## config.mk

```make
export PLATFORM = sky130hd
export DESIGN_NAME = jtag_debug_scan_port
export DESIGN_NICKNAME = d
export VERILOG_FILES = /design/src/shared/jtag_port_pkg.sv /design/src/verilog/bit_sync.sv /design/src/verilog/jtag_debug_scan_port.sv
export VERILOG_INCLUDE_DIRS = /design/src /design/src/shared
export SDC_FILE = /design/constraint.sdc
export NUM_CORES = 1
export LEC_CHECK = 0
export BUFFER_PORTS_ARGS = -buffer_cell sky130_fd_sc_hd__buf_2
export CORE_AREA = 3 3 126 188
export DETAILED_ROUTE_END_ITERATION = 7
export DIE_AREA = 0 0 129 191
export GPL_ROUTABILITY_DRIVEN = 1
export GPL_TIMING_DRIVEN = 0
export MAX_ROUTING_LAYER = met4
export PLACE_DENSITY = 0.66
export SYNTH_ARGS = -nofsm -noshare
export SYNTH_HDL_FRONTEND = slang
export SYNTH_SLANG_ARGS = --single-unit
export TNS_END_PERCENT = 100
```

## constraint.sdc

```tcl
create_clock -name clk -period 11.8 [get_ports clk]
set_input_delay 2.36 -clock clk [delete_from_list [all_inputs] [get_ports clk]]
set_output_delay 2.36 -clock clk [all_outputs]
set_load 0.005 [all_outputs]
```

## src/shared/jtag_port_params.svh

```systemverilog
// constants for the test access port: codes, chain lengths, field positions
`ifndef JTAG_PORT_PARAMS_SVH
`define JTAG_PORT_PARAMS_SVH

// ----------------------------------------------------------------------
// instruction register
// ----------------------------------------------------------------------
`define IR_W            8
`define IR_CAPTURE      8'h01
`define CODE_MEM_CMD    8'h10
`define CODE_MEM_RD     8'h11
`define CODE_MEM_WR     8'h12
`define CODE_PC_CTX     8'h13
`define CODE_DBG_CTRL   8'h14
`define CODE_IDCODE     8'hfe
`define CODE_EXTEST     8'hf8
`define CODE_SAMPLE     8'hfa
`define CODE_BYPASS     8'hff
`define CODE_BIST       8'h07
`define CODE_ATPG       8'h0f

// ----------------------------------------------------------------------
// chain lengths
// ----------------------------------------------------------------------
`define LEN_MEM_CMD     37
`define LEN_MEM_DATA    32
`define LEN_PC_CTX      37
`define LEN_DBG_CTRL    15
`define LEN_IDCODE      32
`define LEN_BIST        16
`define LEN_BYPASS      1
`define BSR_LEN_DEF     16
`define DR_MIN_W        37

// ----------------------------------------------------------------------
// field layouts of the private chains
// ----------------------------------------------------------------------
`define ADDR_W          32
`define DATA_W          32
`define BE_W            4
`define CTX_W           5
`define DBG_W           15
`define BIST_W          16
`define MEM_WRITE_BIT   32
`define MEM_BE_LSB      33
`define DBG_RESET       15'h0000
`define IDCODE_DEF      32'h0a5a5001

`endif

```

## src/shared/jtag_port_pkg.sv

```systemverilog
// types shared by the test access port design
package jtag_port_pkg;

`include "jtag_port_params.svh"

  // --------------------------------------------------------------------
  // controller states
  // --------------------------------------------------------------------
  typedef enum logic [3:0] {
    tap_exit2_dr    = 4'b0000,
    tap_exit1_dr    = 4'b0001,
    tap_shift_dr    = 4'b0010,
    tap_pause_dr    = 4'b0011,
    tap_select_ir   = 4'b0100,
    tap_update_dr   = 4'b0101,
    tap_capture_dr  = 4'b0110,
    tap_select_dr   = 4'b0111,
    tap_exit2_ir    = 4'b1000,
    tap_exit1_ir    = 4'b1001,
    tap_shift_ir    = 4'b1010,
    tap_pause_ir    = 4'b1011,
    tap_idle        = 4'b1100,
    tap_update_ir   = 4'b1101,
    tap_capture_ir  = 4'b1110,
    tap_reset       = 4'b1111
  } tap_state_e;

  // --------------------------------------------------------------------
  // decoded instruction
  // --------------------------------------------------------------------
  typedef enum logic [3:0] {
    op_mem_cmd  = 4'b0000,
    op_mem_rd   = 4'b0001,
    op_mem_wr   = 4'b0010,
    op_pc_ctx   = 4'b0011,
    op_dbg_ctrl = 4'b0100,
    op_idcode   = 4'b0101,
    op_extest   = 4'b0110,
    op_sample   = 4'b0111,
    op_bypass   = 4'b1000,
    op_bist     = 4'b1001,
    op_atpg     = 4'b1010
  } op_e;

  // serial probe pins, as sampled
  typedef struct packed {
    logic tck;
    logic tms;
    logic tdi;
  } probe_pins_s;

  // request toward the core memory/register access path
  typedef struct packed {
    logic                valid;
    logic                write;
    logic [`BE_W-1:0]    be;
    logic [`ADDR_W-1:0]  addr;
    logic [`DATA_W-1:0]  wdata;
  } mem_req_s;

endpackage

```

## src/verilog/bit_sync.sv

```systemverilog
// two-stage synchroniser for a group of asynchronous levels
`timescale 1ns/100ps
module bit_sync #(
  parameter int W = 1
) (
  input  wire logic         clk,
  input  wire logic         reset,
  input  wire logic [W-1:0] async_in,
  output logic      [W-1:0] sync_out
);

  typedef struct packed {
    logic [W-1:0] meta;
    logic [W-1:0] stable;
  } sync_s;

  sync_s state;
  sync_s next_state;

  always_comb begin
    next_state.meta   = async_in;
    next_state.stable = state.meta;
  end

  always_ff @(posedge clk) begin
    if (reset) begin
      state <= '0;
    end else begin
      state <= next_state;
    end
  end

  assign sync_out = state.stable;

endmodule

```

## src/verilog/jtag_debug_scan_port.sv

```systemverilog
// test access port with instruction decode and debug scan chains
//
// Functional notes
// RL1: standard tap controller with instruction, bypass and boundary registers.
// RL2: tdo is released except in shift-dr and shift-ir.
// RL3: tdo changes only on falling edges of tck while shifting.
// RL4: tms and tdi are sampled on rising tck; the probe keeps them stable.
// RL5: instruction register is eight bits wide.
// RL6: instruction shifted in shift-ir, takes effect only at update-ir.
// RL7: last decoded instruction stays active until another is decoded.
// RL8: instructions and data enter least significant bit first.
// RL9: code 10h selects the 37-bit address and command chain.
// RL10: code 11h selects the 32-bit read data chain.
// RL11: code 12h selects the 32-bit write data chain.
// RL12: code 13h selects the 37-bit program counter and context chain.
// RL13: code 14h selects the 15-bit debug control chain, read and write.
// RL14: code feh selects the 32-bit identification register.
// RL15: code f8h selects the boundary chain in external test mode.
// RL16: code fah samples pins at capture-dr and preloads at update-dr.
// RL17: code ffh places the 1-bit bypass register between tdi and tdo.
// RL18: code 07h starts self test and selects the 16-bit result chain.
// RL19: code 0fh enables manufacturing scan mode, no chain of its own.
// RL20: every unassigned instruction code behaves as bypass.
// RL21: power-on reset or test-logic-reset selects the identification instruction.
// RL22: private chain layouts and side effects are defined here.
`timescale 1ns/100ps
`include "jtag_port_params.svh"
module jtag_debug_scan_port #(
  parameter int          BSR_LEN      = `BSR_LEN_DEF,
  parameter logic [31:0] IDCODE_VALUE = `IDCODE_DEF  // arbitrary value, bit 0 set
) (
  input  wire logic                         clk,
  input  wire logic                         reset,
  input  wire jtag_port_pkg::probe_pins_s   probe,
  output logic                              tdo,
  output logic                              tdo_en,
  input  wire logic [BSR_LEN-1:0]           pin_in,
  output logic      [BSR_LEN-1:0]           pin_out,
  output logic                              extest_mode,
  output jtag_port_pkg::mem_req_s           mem_req,
  input  wire logic [`DATA_W-1:0]           mem_rdata,
  input  wire logic [`ADDR_W-1:0]           cpu_pc,
  input  wire logic [`CTX_W-1:0]            active_context,
  output logic      [`DBG_W-1:0]            debug_ctrl,
  output logic                              bist_start,
  input  wire logic [`BIST_W-1:0]           bist_result,
  output logic                              manufacturing_scan_enable
);

  localparam int DRW = (BSR_LEN > `DR_MIN_W) ? BSR_LEN : `DR_MIN_W;

  // ----------------------------------------------------------------------
  // state
  // ----------------------------------------------------------------------
  typedef struct packed {
    jtag_port_pkg::tap_state_e  tap;
    logic [`IR_W-1:0]           ir_shift;
    logic [`IR_W-1:0]           ir;
    logic [DRW-1:0]             dr;
    logic                       tck_prev;
    logic                       tdo;
    logic                       tdo_en;
    jtag_port_pkg::mem_req_s    req;
    logic [`DBG_W-1:0]          dbg;
    logic [BSR_LEN-1:0]         bsr_hold;
    logic                       bist_start;
    logic                       extest;
    logic                       scan_mfg;
  } port_s;

  port_s state;
  port_s next_state;

  // ----------------------------------------------------------------------
  // pin synchronisers
  // ----------------------------------------------------------------------
  jtag_port_pkg::probe_pins_s probe_sync;
  logic [BSR_LEN-1:0]         pin_sync;

  bit_sync #(
    .W        ($bits(jtag_port_pkg::probe_pins_s))
  ) u_probe_sync (
    .clk      (clk),
    .reset    (reset),
    .async_in (probe),
    .sync_out (probe_sync)
  );

  bit_sync #(
    .W        (BSR_LEN)
  ) u_pin_sync (
    .clk      (clk),
    .reset    (reset),
    .async_in (pin_in),
    .sync_out (pin_sync)
  );

  // ----------------------------------------------------------------------
  // helpers
  // ----------------------------------------------------------------------
  function automatic jtag_port_pkg::op_e decode(input logic [`IR_W-1:0] code);
    unique case (code)
      `CODE_MEM_CMD:  decode = jtag_port_pkg::op_mem_cmd;   // RL9
      `CODE_MEM_RD:   decode = jtag_port_pkg::op_mem_rd;    // RL10
      `CODE_MEM_WR:   decode = jtag_port_pkg::op_mem_wr;    // RL11
      `CODE_PC_CTX:   decode = jtag_port_pkg::op_pc_ctx;    // RL12
      `CODE_DBG_CTRL: decode = jtag_port_pkg::op_dbg_ctrl;  // RL13
      `CODE_IDCODE:   decode = jtag_port_pkg::op_idcode;    // RL14
      `CODE_EXTEST:   decode = jtag_port_pkg::op_extest;    // RL15
      `CODE_SAMPLE:   decode = jtag_port_pkg::op_sample;    // RL16
      `CODE_BIST:     decode = jtag_port_pkg::op_bist;      // RL18
      `CODE_ATPG:     decode = jtag_port_pkg::op_atpg;      // RL19
      default:        decode = jtag_port_pkg::op_bypass;    // RL17 RL20
    endcase
  endfunction

  function automatic int chain_len(input jtag_port_pkg::op_e op);
    unique case (op)
      jtag_port_pkg::op_mem_cmd:  chain_len = `LEN_MEM_CMD;
      jtag_port_pkg::op_mem_rd:   chain_len = `LEN_MEM_DATA;
      jtag_port_pkg::op_mem_wr:   chain_len = `LEN_MEM_DATA;
      jtag_port_pkg::op_pc_ctx:   chain_len = `LEN_PC_CTX;
      jtag_port_pkg::op_dbg_ctrl: chain_len = `LEN_DBG_CTRL;
      jtag_port_pkg::op_idcode:   chain_len = `LEN_IDCODE;
      jtag_port_pkg::op_extest:   chain_len = BSR_LEN;
      jtag_port_pkg::op_sample:   chain_len = BSR_LEN;
      jtag_port_pkg::op_bist:     chain_len = `LEN_BIST;
      // no chain of its own: bypass keeps tdi-to-tdo defined
      default:                    chain_len = `LEN_BYPASS;
    endcase
  endfunction

  // ----------------------------------------------------------------------
  // tap controller
  // ----------------------------------------------------------------------
  function automatic jtag_port_pkg::tap_state_e tap_next(
    input jtag_port_pkg::tap_state_e s,
    input logic                      tms
  );
    unique case (s)
      jtag_port_pkg::tap_reset:
        tap_next = tms ? jtag_port_pkg::tap_reset      : jtag_port_pkg::tap_idle;

      jtag_port_pkg::tap_idle:
        tap_next = tms ? jtag_port_pkg::tap_select_dr  : jtag_port_pkg::tap_idle;

      jtag_port_pkg::tap_select_dr:
        tap_next = tms ? jtag_port_pkg::tap_select_ir  : jtag_port_pkg::tap_capture_dr;

      jtag_port_pkg::tap_capture_dr:
        tap_next = tms ? jtag_port_pkg::tap_exit1_dr   : jtag_port_pkg::tap_shift_dr;

      jtag_port_pkg::tap_shift_dr:
        tap_next = tms ? jtag_port_pkg::tap_exit1_dr   : jtag_port_pkg::tap_shift_dr;

      jtag_port_pkg::tap_exit1_dr:
        tap_next = tms ? jtag_port_pkg::tap_update_dr  : jtag_port_pkg::tap_pause_dr;

      jtag_port_pkg::tap_pause_dr:
        tap_next = tms ? jtag_port_pkg::tap_exit2_dr   : jtag_port_pkg::tap_pause_dr;

      jtag_port_pkg::tap_exit2_dr:
        tap_next = tms ? jtag_port_pkg::tap_update_dr  : jtag_port_pkg::tap_shift_dr;

      jtag_port_pkg::tap_update_dr:
        tap_next = tms ? jtag_port_pkg::tap_select_dr  : jtag_port_pkg::tap_idle;

      jtag_port_pkg::tap_select_ir:
        tap_next = tms ? jtag_port_pkg::tap_reset      : jtag_port_pkg::tap_capture_ir;

      jtag_port_pkg::tap_capture_ir:
        tap_next = tms ? jtag_port_pkg::tap_exit1_ir   : jtag_port_pkg::tap_shift_ir;

      jtag_port_pkg::tap_shift_ir:
        tap_next = tms ? jtag_port_pkg::tap_exit1_ir   : jtag_port_pkg::tap_shift_ir;

      jtag_port_pkg::tap_exit1_ir:
        tap_next = tms ? jtag_port_pkg::tap_update_ir  : jtag_port_pkg::tap_pause_ir;

      jtag_port_pkg::tap_pause_ir:
        tap_next = tms ? jtag_port_pkg::tap_exit2_ir   : jtag_port_pkg::tap_pause_ir;

      jtag_port_pkg::tap_exit2_ir:
        tap_next = tms ? jtag_port_pkg::tap_update_ir  : jtag_port_pkg::tap_shift_ir;

      jtag_port_pkg::tap_update_ir:
        tap_next = tms ? jtag_port_pkg::tap_select_dr  : jtag_port_pkg::tap_idle;
    endcase
  endfunction

  // ----------------------------------------------------------------------
  // next state
  // ----------------------------------------------------------------------
  jtag_port_pkg::op_e op;
  logic               tck_rise;
  logic               tck_fall;
  int                 len;

  assign op       = decode(state.ir);
  // tck_prev resets low like the idle pin, so reset brings no false edge
  assign tck_rise = probe_sync.tck & ~state.tck_prev;  // RL4
  assign tck_fall = ~probe_sync.tck & state.tck_prev;  // RL3

  always_comb begin
    next_state            = state;
    next_state.tck_prev   = probe_sync.tck;
    next_state.req.valid  = 1'b0;
    next_state.bist_start = 1'b0;
    len                   = chain_len(op);

    if (tck_rise) begin
      next_state.tap = tap_next(state.tap, probe_sync.tms);  // RL1 RL4
      unique case (state.tap)
        jtag_port_pkg::tap_reset: begin
          next_state.ir = `CODE_IDCODE;  // RL21
        end

        jtag_port_pkg::tap_capture_ir: begin
          next_state.ir_shift = `IR_CAPTURE;
        end

        jtag_port_pkg::tap_shift_ir: begin
          // lsb leaves first, new bit enters at the top
          next_state.ir_shift = {probe_sync.tdi, state.ir_shift[`IR_W-1:1]};  // RL5 RL8
        end

        jtag_port_pkg::tap_update_ir: begin
          next_state.ir = state.ir_shift;  // RL6 RL7
          if (decode(state.ir_shift) == jtag_port_pkg::op_bist) begin
            next_state.bist_start = 1'b1;  // RL18
          end
        end

        jtag_port_pkg::tap_capture_dr: begin
          unique case (op)
            jtag_port_pkg::op_mem_cmd:
              next_state.dr = DRW'({state.req.be, state.req.write, state.req.addr});  // RL9 RL22

            jtag_port_pkg::op_mem_rd:
              next_state.dr = DRW'(mem_rdata);  // RL10

            jtag_port_pkg::op_mem_wr:
              next_state.dr = DRW'(state.req.wdata);  // RL11

            jtag_port_pkg::op_pc_ctx:
              next_state.dr = DRW'({active_context, cpu_pc});  // RL12

            jtag_port_pkg::op_dbg_ctrl:
              next_state.dr = DRW'(state.dbg);  // RL13

            jtag_port_pkg::op_idcode:
              next_state.dr = DRW'(IDCODE_VALUE);  // RL14

            jtag_port_pkg::op_extest,
            jtag_port_pkg::op_sample:
              next_state.dr = DRW'(pin_sync);  // RL15 RL16

            jtag_port_pkg::op_bist:
              next_state.dr = DRW'(bist_result);  // RL18

            default:
              next_state.dr = '0;  // RL17 RL20
          endcase
        end

        jtag_port_pkg::tap_shift_dr: begin
          // only bit len-1 takes tdi, so one register serves every chain
          next_state.dr          = state.dr >> 1;  // RL8
          next_state.dr[len - 1] = probe_sync.tdi;
        end

        jtag_port_pkg::tap_update_dr: begin
          unique case (op)
            jtag_port_pkg::op_mem_cmd: begin
              // each update issues one access toward the core
              next_state.req.addr  = state.dr[`ADDR_W-1:0];  // RL9 RL22
              next_state.req.write = state.dr[`MEM_WRITE_BIT];
              next_state.req.be    = state.dr[`MEM_BE_LSB +: `BE_W];
              next_state.req.valid = 1'b1;
            end

            jtag_port_pkg::op_mem_wr: begin
              next_state.req.wdata = state.dr[`DATA_W-1:0];  // RL11
            end

            jtag_port_pkg::op_dbg_ctrl: begin
              next_state.dbg = state.dr[`DBG_W-1:0];  // RL13
            end

            jtag_port_pkg::op_extest,
            jtag_port_pkg::op_sample: begin
              next_state.bsr_hold = state.dr[BSR_LEN-1:0];  // RL15 RL16
            end

            default: begin
            end
          endcase
        end

        default: begin
        end
      endcase
    end

    if (tck_fall) begin
      // output and its enable move together, on the falling edge only
      next_state.tdo_en = (state.tap == jtag_port_pkg::tap_shift_dr) ||
                          (state.tap == jtag_port_pkg::tap_shift_ir);  // RL2 RL3
      next_state.tdo    = (state.tap == jtag_port_pkg::tap_shift_ir) ?
                          state.ir_shift[0] : state.dr[0];  // RL3
    end

    // mode pins come from flops that load in the same clock as the instruction
    next_state.extest   = (decode(next_state.ir) == jtag_port_pkg::op_extest);  // RL15
    next_state.scan_mfg = (decode(next_state.ir) == jtag_port_pkg::op_atpg);    // RL19
  end

  always_ff @(posedge clk) begin
    if (reset) begin
      // the '0 default also clears both mode flags, as the identification code needs
      state          <= '0;
      state.tap      <= jtag_port_pkg::tap_reset;
      state.ir       <= `CODE_IDCODE;  // RL21
      state.ir_shift <= `IR_CAPTURE;
      state.dbg      <= `DBG_RESET;
    end else begin
      state <= next_state;
    end
  end

  // ----------------------------------------------------------------------
  // outputs
  // ----------------------------------------------------------------------
  assign tdo                       = state.tdo;
  assign tdo_en                    = state.tdo_en;  // RL2
  assign pin_out                   = state.bsr_hold;
  assign extest_mode               = state.extest;  // RL15
  assign mem_req                   = state.req;
  assign debug_ctrl                = state.dbg;
  assign bist_start                = state.bist_start;
  assign manufacturing_scan_enable = state.scan_mfg;  // RL19

endmodule
```

* Word-level counts from Yosys, hierarchy flattened
Memories as Yosys holds them, arrays and structs flattened.
Index checks and enable logic that the tools add are counted.
** Storage, ports and cells
- Output and inout bits :: 106
- Bits in read-only memories :: 96
- Input bits :: 106
- Memories kept :: 1
- Register bits after elaboration :: 202
- Logic and storage cells :: 135
** Cells by class
- Reductions and logical operators :: 18
- Order comparisons :: 2
- $add $sub $neg :: 1
- Muxes and demuxes :: 29
- Bitwise operators :: 7
- Equality and inequality tests :: 56
** Memories
- (name not given) :: words 16, width 6, read ports 1, clocked after Yosys merged registers in 0, write ports 0, RTL line jtag_debug_scan_port.sv:118 : unique case (op)
** Operators by type and width (number)
- $pmux W37 S8 :: 1
- $eq A8 B5 Y1 const B :: 15
- $pmux W4 S10 :: 3
- $pmux W37 S2 :: 1
- $eq A8 B8 Y1 const B :: 9
- $pmux W4 S12 :: 1
- $mux W45 :: 1
- $eq A4 B4 Y1 const B :: 11
- $mux W38 :: 1
- $bwmux W37 :: 1
- $eq A4 B3 Y1 const B :: 9
- $ge A32 B1 Y1 const B :: 1
- $lt A32 B8 Y1 const B :: 1
- $pmux W8 S2 :: 2
- $sub A32 B2 Y32 const B :: 1
- $eq A8 B3 Y1 const B :: 3
- $eq A8 B4 Y1 const B :: 3
- $eq A4 B2 Y1 const B :: 4
- $mux W2 :: 6
- $mux W3 :: 4
- $mux W4 :: 3
- $reduce_and A3 Y1 :: 4
- $reduce_or A3 Y1 :: 3
- $eq A4 B1 Y1 const B :: 2
- 10 further kinds :: 23

* Depth between registers and ports, before layout
Gate-level depths: netlist of the first run.
An unclocked memory read counts as a cell.
- Word-level depth :: 14
- Mapped depth :: 16
- Mapped depth without buffers :: 15

* Modules after synthesis
A second synthesis of the first run with hierarchy kept.
** Second synthesis, totals
- Cells, all modules :: 1244
- Area, all modules :: 9874.5 µm²
** Modules (own cells, without submodules)
- jtag_debug_scan_port :: sequential area each 3283.1 µm², instances 1, area each 8853.5 µm², cells each 1165
- bit_sync at u_pin_sync :: sequential area each 640.6 µm², instances 1, area each 863.3 µm², cells each 67
- bit_sync at u_probe_sync :: sequential area each 120.1 µm², instances 1, area each 157.7 µm², cells each 12

* Worst setup path before layout of the first run
Ideal clock, no wire load.
- Path type :: register -> register
- From :: register state[146] (netlist name)
- To :: register state[121] (netlist name)
- Period minus slack after synthesis :: 3.946 ns
- Setup slack :: 7.854 ns
- Cell stages (with the launch flop) :: 15
- Buffers on the path :: 2
- Data required time :: 11.712 ns
- Setup time :: 0.088 ns
- Arrival time :: 3.858 ns
- Path through :: dfxtp_1 > or3b_1 > clkbuf_1 > nor2_1 > a221o_1 > ha_1 > and2_1 > nor3_1 > ha_1 > a31oi_1 > or2_1 > buf_6 > or4_4 > mux2_4 > a311oi_2
** Between the ends
- Longest elaborated chain between the ends :: 10
- Elaborated cells between the ends (all ways) :: 31
- Those cells by class :: 1 x add/sub; 2 x order compare; 18 x eq/ne; 6 x mux; 3 x reduce/logical; 1 x memory
** RTL lines
- from (decl) :: RTL line jtag_debug_scan_port.sv:71 : port_s state;
- from (signal assigned) :: RTL line jtag_debug_scan_port.sv:327 : state <= next_state;
- $eq A8 B4 Y1, or another cell as far along :: RTL line jtag_debug_scan_port.sv:102 : unique case (code)
- $pmux W4 S10 (*) :: RTL line jtag_debug_scan_port.sv:102
- $mem_v2 Z16 W6
- $sub A32 B2 Y32 :: RTL line jtag_debug_scan_port.sv:269 : next_state.dr[len - 1] = probe_sync.tdi;
- $ge A32 B1 Y1 (not written as such) / $lt A32 B8 Y1 (equally long branches) :: RTL line jtag_debug_scan_port.sv:269
- $logic_and A1 B1 Y1 (not written as such) :: RTL line jtag_debug_scan_port.sv:269
- $mux W1 (not written as such) :: RTL line jtag_debug_scan_port.sv:269
- $demux W1 S6 :: RTL line jtag_debug_scan_port.sv:269
- $bwmux W37 :: RTL line jtag_debug_scan_port.sv:269
- $pmux W37 S2 (*) :: RTL line jtag_debug_scan_port.sv:213 : unique case (state.tap)
Mark *: on every way between the ends. The rest lies on a longest branch, timed or not.
A chain may end at the register's enable or synchronous reset.

* Worst setup path in the final report of the first run
- From :: register state[146] (netlist name)
- To :: register state[139] (netlist name)
Same word-level chain as after synthesis.

==> results of run 1 <==
-- worst max path at each step --
stage / to / cells past startpoint / slack (ns)
3_3_place_gp: state[123] / 14 / 7.01
6_report: state[139] / 14 / 6.97
5_1_grt: state[123] / 14 / 6.58
3_5_place_dp: state[139] / 14 / 7.06
4_1_cts: state[139] / 14 / 7.01
2_1_floorplan: state[121] / 14 / 7.85
-- sequential cells by signal, summed over array words and instances (netlist names) --
signal / count
manufacturing_scan_enable: 1
extest_mode: 1
pin_out: 16
u_probe_sync.sync_out: 3
u_pin_sync.next_state: 16
u_pin_sync.sync_out: 16
debug_ctrl: 15
bist_start: 1
tdo_en: 1
tdo: 1
mem_req: 70
u_probe_sync.next_state: 3
state: 58
-- power by group --
part           internal (mW)  switching (mW)
Clock                  0.394           0.273
Sequential             0.689         0.00385
Combinational         0.0555           0.114
-- cell type report --
cell class	instances	area [um^2]
antenna	1	2.50
buffer	189	1100
clock buffer	28	592
clock inverter	7	87.6
fill	2239	10300
inverter	13	48.8
multi-input combinational	856	4720
sequential	202	4040
tap	276	345
timing repair buffer	212	1070
-- layer usage --
metal	wire length, um	up-vias	track usage (%)
li1	-	4763	-
met1	13800	4726	33.4
met2	18100	404	50.0
met3	2260	93	3.24
met4	1870	0	13.5
met5	0	-	-
-- metrics by stage --
stage | instances | hold WS (ns) | util, % | cell area, um^2 | power (mW)
floorplan | 1260 | 0.414 | - | 9900 | 0.807
global placement | 1747 | 0.420 | 50.7 | 11300 | 0.876
detailed placement | 1748 | 0.427 | 50.8 | 11300 | 0.875
CTS | 1783 | 0.439 | 53.8 | 12000 | 1.53
global route | 1784 | 0.455 | 53.8 | 12000 | 1.57
finish | 1784 | 0.437 | 53.8 | 12000 | 1.53
-- cell usage in the layout (no fill, tap or decap), types with 6 or more instances in the layout --
| cell | n |
|---|---|
| sky130_fd_sc_hd__a211oi_1 | 15 |
| sky130_fd_sc_hd__a21oi_1 | 145 |
| sky130_fd_sc_hd__a222oi_1 | 10 |
| sky130_fd_sc_hd__a22oi_1 | 75 |
| sky130_fd_sc_hd__a311oi_1 | 20 |
| sky130_fd_sc_hd__a31oi_1 | 11 |
| sky130_fd_sc_hd__and2_1 | 6 |
| sky130_fd_sc_hd__buf_2 | 212 |
| sky130_fd_sc_hd__buf_4 | 102 |
| sky130_fd_sc_hd__clkbuf_1 | 86 |
| sky130_fd_sc_hd__clkbuf_16 | 21 |
| sky130_fd_sc_hd__dfxtp_1 | 202 |
| sky130_fd_sc_hd__ha_1 | 7 |
| sky130_fd_sc_hd__inv_1 | 12 |
| sky130_fd_sc_hd__mux2_2 | 13 |
| sky130_fd_sc_hd__nand2_1 | 275 |
| sky130_fd_sc_hd__nand2b_1 | 9 |
| sky130_fd_sc_hd__nand3_1 | 17 |
| sky130_fd_sc_hd__nand4_1 | 8 |
| sky130_fd_sc_hd__nor2_1 | 76 |
| sky130_fd_sc_hd__nor2b_1 | 44 |
| sky130_fd_sc_hd__nor3_1 | 19 |
| sky130_fd_sc_hd__nor3b_1 | 8 |
| sky130_fd_sc_hd__nor4_1 | 7 |
| sky130_fd_sc_hd__o21a_1 | 6 |
| sky130_fd_sc_hd__o21ai_0 | 17 |
| sky130_fd_sc_hd__or3_1 | 9 |
-- kinds of logic (layout without fill, tap and decap cells) --
kind of cell / Yosys count / count (layout)
buf+inv: 202 / 449
flops: 202 / 202
mux: 20 / 20
compound gates: 327 / 327
fa+ha+maj: 7 / 7
other cells: 0 / 1
simple gates: 502 / 502
==> results.sh, run 1 <==
export IMPL_cts_htree_levels=1
export IMPL_post_drt_via_cell_ratio=5.60
export IMPL_first_pass_iters=6
export IMPL_critical_path_top_cell_by_count="sky130_fd_sc_hd__ha_1"
export IMPL_max_slew_margin_rel_pct=14.0
export IMPL_place_detailed_hpwl_um=27100
export IMPL_synth_ff_type="sky130_fd_sc_hd__dfxtp_1"
export IMPL_rsz0062_at_grt="false"
export IMPL_whs_path_depth=1
export IMPL_cts_resized_gates=0
export IMPL_synth_edff_count=0
export IMPL_core_area_um2=22300
export IMPL_place_gp_congestion=0.977
export IMPL_synth_simple_gate_area_share_pct=22.9
export IMPL_drcViolationCount=0
export IMPL_post_route_period_util_pct=40.9
export IMPL_required_ns=12.21
export IMPL_crit_reg2reg_capture="state[139]"
export IMPL_tns_ns=0
export IMPL_floorplan_die_height_um=191
export IMPL_synthArstFlopShare_pct=0
export IMPL_worst_setup_path_type="reg2reg"
export IMPL_synth_net_count=1373
export IMPL_die_width_um=129
export IMPL_synthesis_yosys_warnings=0
export IMPL_worst_setup_hold_path_clk_slew_ns=0.07
export IMPL_final_ant_viol_nets=0
export IMPL_totalWireLength_um=36000
export IMPL_floorplan_rows=67
export IMPL_yosys_mux_area_fraction_pct=2.31
export IMPL_synth_top_family_by_area="simple AND/OR/NAND/NOR gates"
export IMPL_worst_setup_path_start_kind="register"
export IMPL_critical_path_endpoint_type="register"
export IMPL_slack_of_the_worst_reg_to_reg_path_ns=6.97
export IMPL_hold_viol_final=0
export IMPL_yosysSeqAreaShare_pct=40.8
export IMPL_design_die_area_um2=24600
export IMPL_largest_net_degree_at_the_start_of_global_routing=15
export IMPL_synth_adder_area_share_pct=0.884
export IMPL_finalSetupViolCount=0
export IMPL_cp_slowest_cell="sky130_fd_sc_hd__nor3_1"
export IMPL_yosysUniqueCellTypes=62
export IMPL_cap_viol_max_count=0
export IMPL_initial_core_utilization_pct=44.4
export IMPL_port_buffer_count=211
export IMPL_clk_insertion_delay_late_ns=0.50
export IMPL_post_cts_buffers=0
export IMPL_dpl_worst_slack_ns=7.06
export IMPL_min_delay_worst_endpoint="u_pin_sync.sync_out[11]"
export IMPL_timing_reg2reg_worst_path_depth=14
export IMPL_layout_skew_ns=0.0179
export IMPL_worstSetupStartpoint="state[146]"
export IMPL_mean_syn_cell_area_um2=7.86
export IMPL_cts_buffers=20
export IMPL_synthToLayoutAreaGrowth_pct=21.2
export IMPL_critPathMaxFanout=8
export IMPL_global_route_usage_total_pct=29.0
export IMPL_yosysMostFrequentCell="sky130_fd_sc_hd__nand2_1"
export IMPL_drtIter0Drc=893
export IMPL_timing_hold_worst_class="reg2reg"
export IMPL_total_via_count_after_detailed_routing=9986
export IMPL_cts_sinks=202
export IMPL_layout_nets=1607
export IMPL_cp_num_buf_inv=2
export IMPL_run_status="finished clean"
export IMPL_route_detailed_wl_per_inst_um=20.2
export IMPL_fin_crit_ns=4.83
export IMPL_clock_root_buffer="sky130_fd_sc_hd__clkbuf_16"
export IMPL_most_used_standard_cells_in_the_synthesized_netlist="sky130_fd_sc_hd__nand2_1 (275), sky130_fd_sc_hd__dfxtp_1 (202), sky130_fd_sc_hd__a21oi_1 (145), sky130_fd_sc_hd__buf_4 (102), sky130_fd_sc_hd__clkbuf_1 (83)"
export IMPL_max_clock_freq_ghz=0.207
export IMPL_wire_length_of_the_first_global_routing_pass_um=53700
export IMPL_syn_inst=1260
export IMPL_grt_pass1_vias=9453
export IMPL_max_slew_worst_pin_slew_ns=1.28
export IMPL_power_per_cell_area_nw_per_um2=127
export IMPL_critPathTopFamily="simple AND/OR/NAND/NOR gates"
export IMPL_ctsHoldBuffers=0
export IMPL_fraction_of_final_layout_cells_with_drive_strength_greater_than_1_pct=25.0
export IMPL_netlist_area_um2=9900
export IMPL_synth_top_area_share_pct=40.8
export IMPL_min_delay_start="u_pin_sync.next_state[11]"
export IMPL_ys_seq_elements=202
export IMPL_power_ir_vdd_worst_mv=0.118
export IMPL_layout_setup_ws_ns=6.97
export IMPL_compound_cell_area_share_of_the_yosys_netlist_pct=21.5
export IMPL_yosys_top_cells_area="sky130_fd_sc_hd__dfxtp_1 (41%), sky130_fd_sc_hd__nand2_1 (10%), sky130_fd_sc_hd__buf_4 (7.7%)"
export IMPL_r2r_start="state[146]"
export IMPL_io_pins=212
export IMPL_cts_buffer_depth=3
export IMPL_yosys_top_cell_by_area="sky130_fd_sc_hd__dfxtp_1"
export IMPL_synthXorXnorAreaFrac_pct=0
export IMPL_cellLeakagePower_nw=4.81
export IMPL_worst_endpoint_arrival_ns=5.23
export IMPL_crit_path_cell_trace="or3b_1 > clkbuf_1 > nor2_1 > a221o_1 > ha_1 > and2_1 > nor3_1 > ha_1 > inv_1 > a21oi_1 > o21ai_0 > nor4_1 > mux2_2 > a311oi_1"
export IMPL_cts_tree="built"
export IMPL_worst_path_max_stage_delay_ns=0.55
export IMPL_report_final_slew_viol_count=0
export IMPL_antenna_found_initial=1
export IMPL_grt_remaining_overflow=0
Power figures use the tool's default switching activity.
==> run 2: changes to the inputs <==
--- a/config.mk
+++ b/config.mk
@@ -6,10 +6,11 @@
 export SDC_FILE = /design/constraint.sdc
 export NUM_CORES = 1
 export LEC_CHECK = 0
+export ABC_AREA = 1
 export BUFFER_PORTS_ARGS = -buffer_cell sky130_fd_sc_hd__buf_2
-export CORE_AREA = 3 3 126 188
+export CORE_AREA = 3 3 128 191
 export DETAILED_ROUTE_END_ITERATION = 7
-export DIE_AREA = 0 0 129 191
+export DIE_AREA = 0 0 131 194
 export GPL_ROUTABILITY_DRIVEN = 1
 export GPL_TIMING_DRIVEN = 0
 export MAX_ROUTING_LAYER = met4
==> constraint.sdc (replaced) <==
create_clock -name clk -period 4.8 [get_ports clk]
set_input_delay 0.96 -clock clk [delete_from_list [all_inputs] [get_ports clk]]
set_output_delay 0.96 -clock clk [all_outputs]
set_load 0.005 [all_outputs]
==> run 2 against run 1 <==
Count of clock-buffer cells in the layout down 2. First-iteration DRC count down 6.7%. Flip-flop and latch count unchanged. Critical path type unchanged. Largest power group is now clock. Routed wire length up 5.3%. Total power rose to 2.5 times the previous value. Combinational power up 110%. Sequential power up 150%. Final cell count up 11%. Sequential share of layout area down 1.2 points.
==> results.sh, run 2 <==
export IMPL_run_status="finished clean"
export IMPL_rsz0062_at_grt="false"
export IMPL_core_area_um2=23100
export IMPL_global_route_usage_total_pct=29.6
export IMPL_antenna_diode_count=0
export IMPL_power_net_switching_mw=0.967
export IMPL_synthToLayoutAreaGrowth_pct=21.3
export IMPL_critPathTopFamily="simple AND/OR/NAND/NOR gates"
export IMPL_min_delay_start="u_pin_sync.next_state[7]"
export IMPL_layout_setup_ws_ns=1.07
export IMPL_wire_length_of_the_first_global_routing_pass_um=56300
export IMPL_place_gp_congestion=0.952
export IMPL_crit_path_cell_trace="inv_1 > nand2_1 > nor3_1 > inv_1 > nor3_1 > a21oi_1 > inv_1 > nor3_1 > inv_1 > ha_1 > nand2_2 > nand2_4 > nor2_4 > ha_1 > nand3_2 > nor2_2 > nand2_4 > nand2_4 > nand3_2 > inv_4 > nand3_1 > nand3_1 > a21oi_1"
export IMPL_yosysUniqueCellTypes=44
export IMPL_pwr_share_comb_pct=9.3
export IMPL_totalWireLength_um=37900
export IMPL_timing_reg2reg_worst_path_depth=23
export IMPL_critical_path_top_cell_by_count="sky130_fd_sc_hd__inv_1"
export IMPL_fin_hold_ws_ns=0.399
export IMPL_cell_internal_pwr_mw=2.87
export IMPL_post_cts_buffers=0
export IMPL_cellLeakagePower_nw=6.06
export IMPL_max_slew_worst_pin_slew_ns=0.954
export IMPL_crit_reg2reg_capture="state[134]"
export IMPL_total_power_mw=3.84
export IMPL_power_frac_seq_pct=44.4
export IMPL_port_buffer_count=211
export IMPL_min_delay_worst_endpoint="u_pin_sync.sync_out[7]"
export IMPL_ys_seq_elements=202
export IMPL_power_per_cell_area_nw_per_um2=308
export IMPL_worst_path_max_stage_delay_ns=0.46
export IMPL_critPathMaxFanout=10
export IMPL_syn_inst=1421
export IMPL_synth_top_area_share_pct=39.4
export IMPL_required_ns=5.19
export IMPL_max_slew_margin_rel_pct=36.1
export IMPL_io_pins=212
export IMPL_cts_buffer_depth=3
export IMPL_layout_nets=1768
export IMPL_most_used_standard_cells_in_the_synthesized_netlist="sky130_fd_sc_hd__nand2_1 (216), sky130_fd_sc_hd__dfxtp_1 (202), sky130_fd_sc_hd__nor2_1 (154)"
export IMPL_cts_htree_levels=1
export IMPL_filler_cell_count=2321
export IMPL_antenna_found_initial=0
export IMPL_power_ir_vdd_worst_mv=0.227
export IMPL_synth_ff_type="sky130_fd_sc_hd__dfxtp_1"
export IMPL_first_pass_iters=7
export IMPL_largest_net_degree_at_the_start_of_global_routing=16
export IMPL_slack_of_the_worst_reg_to_reg_path_ns=1.07
export IMPL_worstSetupStartpoint="state[151]"
export IMPL_drcViolationCount=0
export IMPL_r2r_start="state[151]"
export IMPL_final_ant_viol_nets=0
export IMPL_report_final_slew_viol_count=0
export IMPL_cap_viol_max_count=0
export IMPL_tns_ns=0
export IMPL_largest_reg_flops=70
export IMPL_route_detailed_wl_per_inst_um=19.1
export IMPL_fraction_of_final_layout_cells_with_drive_strength_greater_than_1_pct=25.6
export IMPL_drtIter0Drc=833
export IMPL_worstSetupPathDepth=23
export IMPL_synth_net_count=1534
export IMPL_cts_buffers=21
export IMPL_hold_viol_final=0
export IMPL_detailed_place_area_um2=11700
export IMPL_timing_hold_worst_class="reg2reg"
export IMPL_dpl_worst_slack_ns=1.08
export IMPL_p_sw_share_pct=25.2
export IMPL_floorplan_die_height_um=194
export IMPL_place_detailed_hpwl_um=29100
export IMPL_numPlacedInstances=1947
export IMPL_die_width_um=131
export IMPL_synthArstFlopShare_pct=0
export IMPL_worst_setup_path_start_kind="register"
export IMPL_cp_slowest_cell="sky130_fd_sc_hd__nor3_1"
export IMPL_post_drt_via_cell_ratio=5.30
export IMPL_finalSetupViolCount=0
export IMPL_clk_insertion_delay_late_ns=0.52
export IMPL_synthesis_yosys_warnings=0
export IMPL_initial_core_utilization_pct=44.5
export IMPL_ctsHoldBuffers=0
export IMPL_cts_resized_gates=0
export IMPL_mean_syn_cell_area_um2=7.22
export IMPL_most_common_library_cell_in_the_layout_ignoring_fill_and_taps="sky130_fd_sc_hd__buf_2"
export IMPL_floorplan_rows=68
export IMPL_cts_tree="built"
export IMPL_final_util_pct=54.0
export IMPL_worst_setup_path_type="reg2reg"
export IMPL_yosys_top_cell_by_area="sky130_fd_sc_hd__dfxtp_1"
export IMPL_design_die_area_um2=25400
export IMPL_final_design_area_no_fill_um2=12400
export IMPL_netlist_area_um2=10300
export IMPL_max_clock_freq_ghz=0.268
export IMPL_synth_edff_count=0
export IMPL_yosysSeqAreaShare_pct=39.4
export IMPL_yosysMostFrequentCell="sky130_fd_sc_hd__nand2_1"
export IMPL_post_route_period_util_pct=77.6
export IMPL_most_common_layout_cells="sky130_fd_sc_hd__buf_2 (234), sky130_fd_sc_hd__nand2_1 (216), sky130_fd_sc_hd__dfxtp_1 (202), sky130_fd_sc_hd__nor2_1 (154)"
export IMPL_final_instance_count_excl_fill=1985
export IMPL_worst_setup_hold_path_clk_slew_ns=0.06
export IMPL_grt_remaining_overflow=0
export IMPL_grt_pass1_vias=9928
export IMPL_worst_endpoint_arrival_ns=4.12
export IMPL_whs_path_depth=2
export IMPL_cp_num_buf_inv=5
export IMPL_clock_root_buffer="sky130_fd_sc_hd__clkbuf_16"
export IMPL_total_via_count_after_detailed_routing=10522
export IMPL_cts_sinks=202
export IMPL_clock_power_share_pct=46.3
export IMPL_layout_skew_ns=0.0192
export IMPL_critical_path_endpoint_type="register"
export IMPL_fin_crit_ns=3.73
export IMPL_yosys_top_cells_area="sky130_fd_sc_hd__dfxtp_1 (39%), sky130_fd_sc_hd__nand2_1 (7.9%), sky130_fd_sc_hd__buf_4 (7.4%)"
==> run 2: cell types whose count changed in the layout (fill, tap and decap cells not counted), sizes merged, moves of 35 or more <==
cell and change:
clkbuf -35, o21ai +119, nand2 -45, inv +132
nor2b -44, nand3 +82, nor2 +92, a22oi -75
==> run 2: worst max-delay path by stage <==
stage	slack (ns)	to
2_1_floorplan	1.74	state[133]
3_3_place_gp	1.17	state[131]
3_5_place_dp	1.08	state[134]
4_1_cts	1.06	state[134]
5_1_grt	0.73	state[125]
6_report	1.07	state[134]
==> run 2: area by class of cell <==
type	count	area [um^2]	area share, %
Timing Repair Buffer	211	1060	8.48
Clock buffer	26	564	4.53
Multi-Input combinational cell	892	4570	36.7
Clock inverter	12	171	1.38
Buffer	177	1080	8.67
Sequential cell	202	4040	32.5
Tap cell	315	394	3.17
Inverter	150	571	4.58
==> run 2: cells by family after synthesis <==
logic type               after synthesis  share of synthesized area (%)
buffers and inverters                327                           16.1
AND/OR/NAND/NOR                      533                           23.9
flip-flops                           202                           39.4
adder cells (fa/ha/maj)                7                          0.853
AO/OA/AOI/OAI                        352                           19.7
==> run 2: worst register-to-register path, stage by stage (launching register included) <==
cell and delay, ns:
sky130_fd_sc_hd__dfxtp_1 0.37, sky130_fd_sc_hd__inv_1 0.05, sky130_fd_sc_hd__nand2_1 0.08, sky130_fd_sc_hd__nor3_1 0.07, sky130_fd_sc_hd__inv_1 0.06, sky130_fd_sc_hd__nor3_1 0.04
sky130_fd_sc_hd__a21oi_1 0.13, sky130_fd_sc_hd__inv_1 0.06, sky130_fd_sc_hd__nor3_1 0.46, sky130_fd_sc_hd__inv_1 0.15, sky130_fd_sc_hd__ha_1 0.34, sky130_fd_sc_hd__nand2_2 0.15
sky130_fd_sc_hd__nand2_4 0.11, sky130_fd_sc_hd__nor2_4 0.18, sky130_fd_sc_hd__ha_1 0.31, sky130_fd_sc_hd__nand3_2 0.18, sky130_fd_sc_hd__nor2_2 0.16, sky130_fd_sc_hd__nand2_4 0.08
sky130_fd_sc_hd__nand2_4 0.09, sky130_fd_sc_hd__nand3_2 0.12, sky130_fd_sc_hd__inv_4 0.14, sky130_fd_sc_hd__nand3_1 0.08, sky130_fd_sc_hd__nand3_1 0.14, sky130_fd_sc_hd__a21oi_1 0.08
==> run 2: power by group through the flow <==
stage | sequential, mW | combinational, mW | clock [mW]
6_report | 1.70 | 0.358 | 1.78
5_1_grt | 1.70 | 0.392 | 1.85
4_1_cts | 1.70 | 0.355 | 1.78
3_5_place_dp | 1.74 | 0.353 | 0
3_3_place_gp | 1.74 | 0.351 | 0
2_1_floorplan | 1.74 | 0.229 | 0
==> run 2: layer usage <==
layer  wire length, um  part of all wire (%)  vias up  GRT usage (%)
met1             14700                    39     4902           34.8
li1                  -                     -     5082              -
met3              2700                   7.1       98           4.19
met5                 0                     0        -              -
met2             18800                    50      440           49.6
met4              1770                   4.7        0           12.6
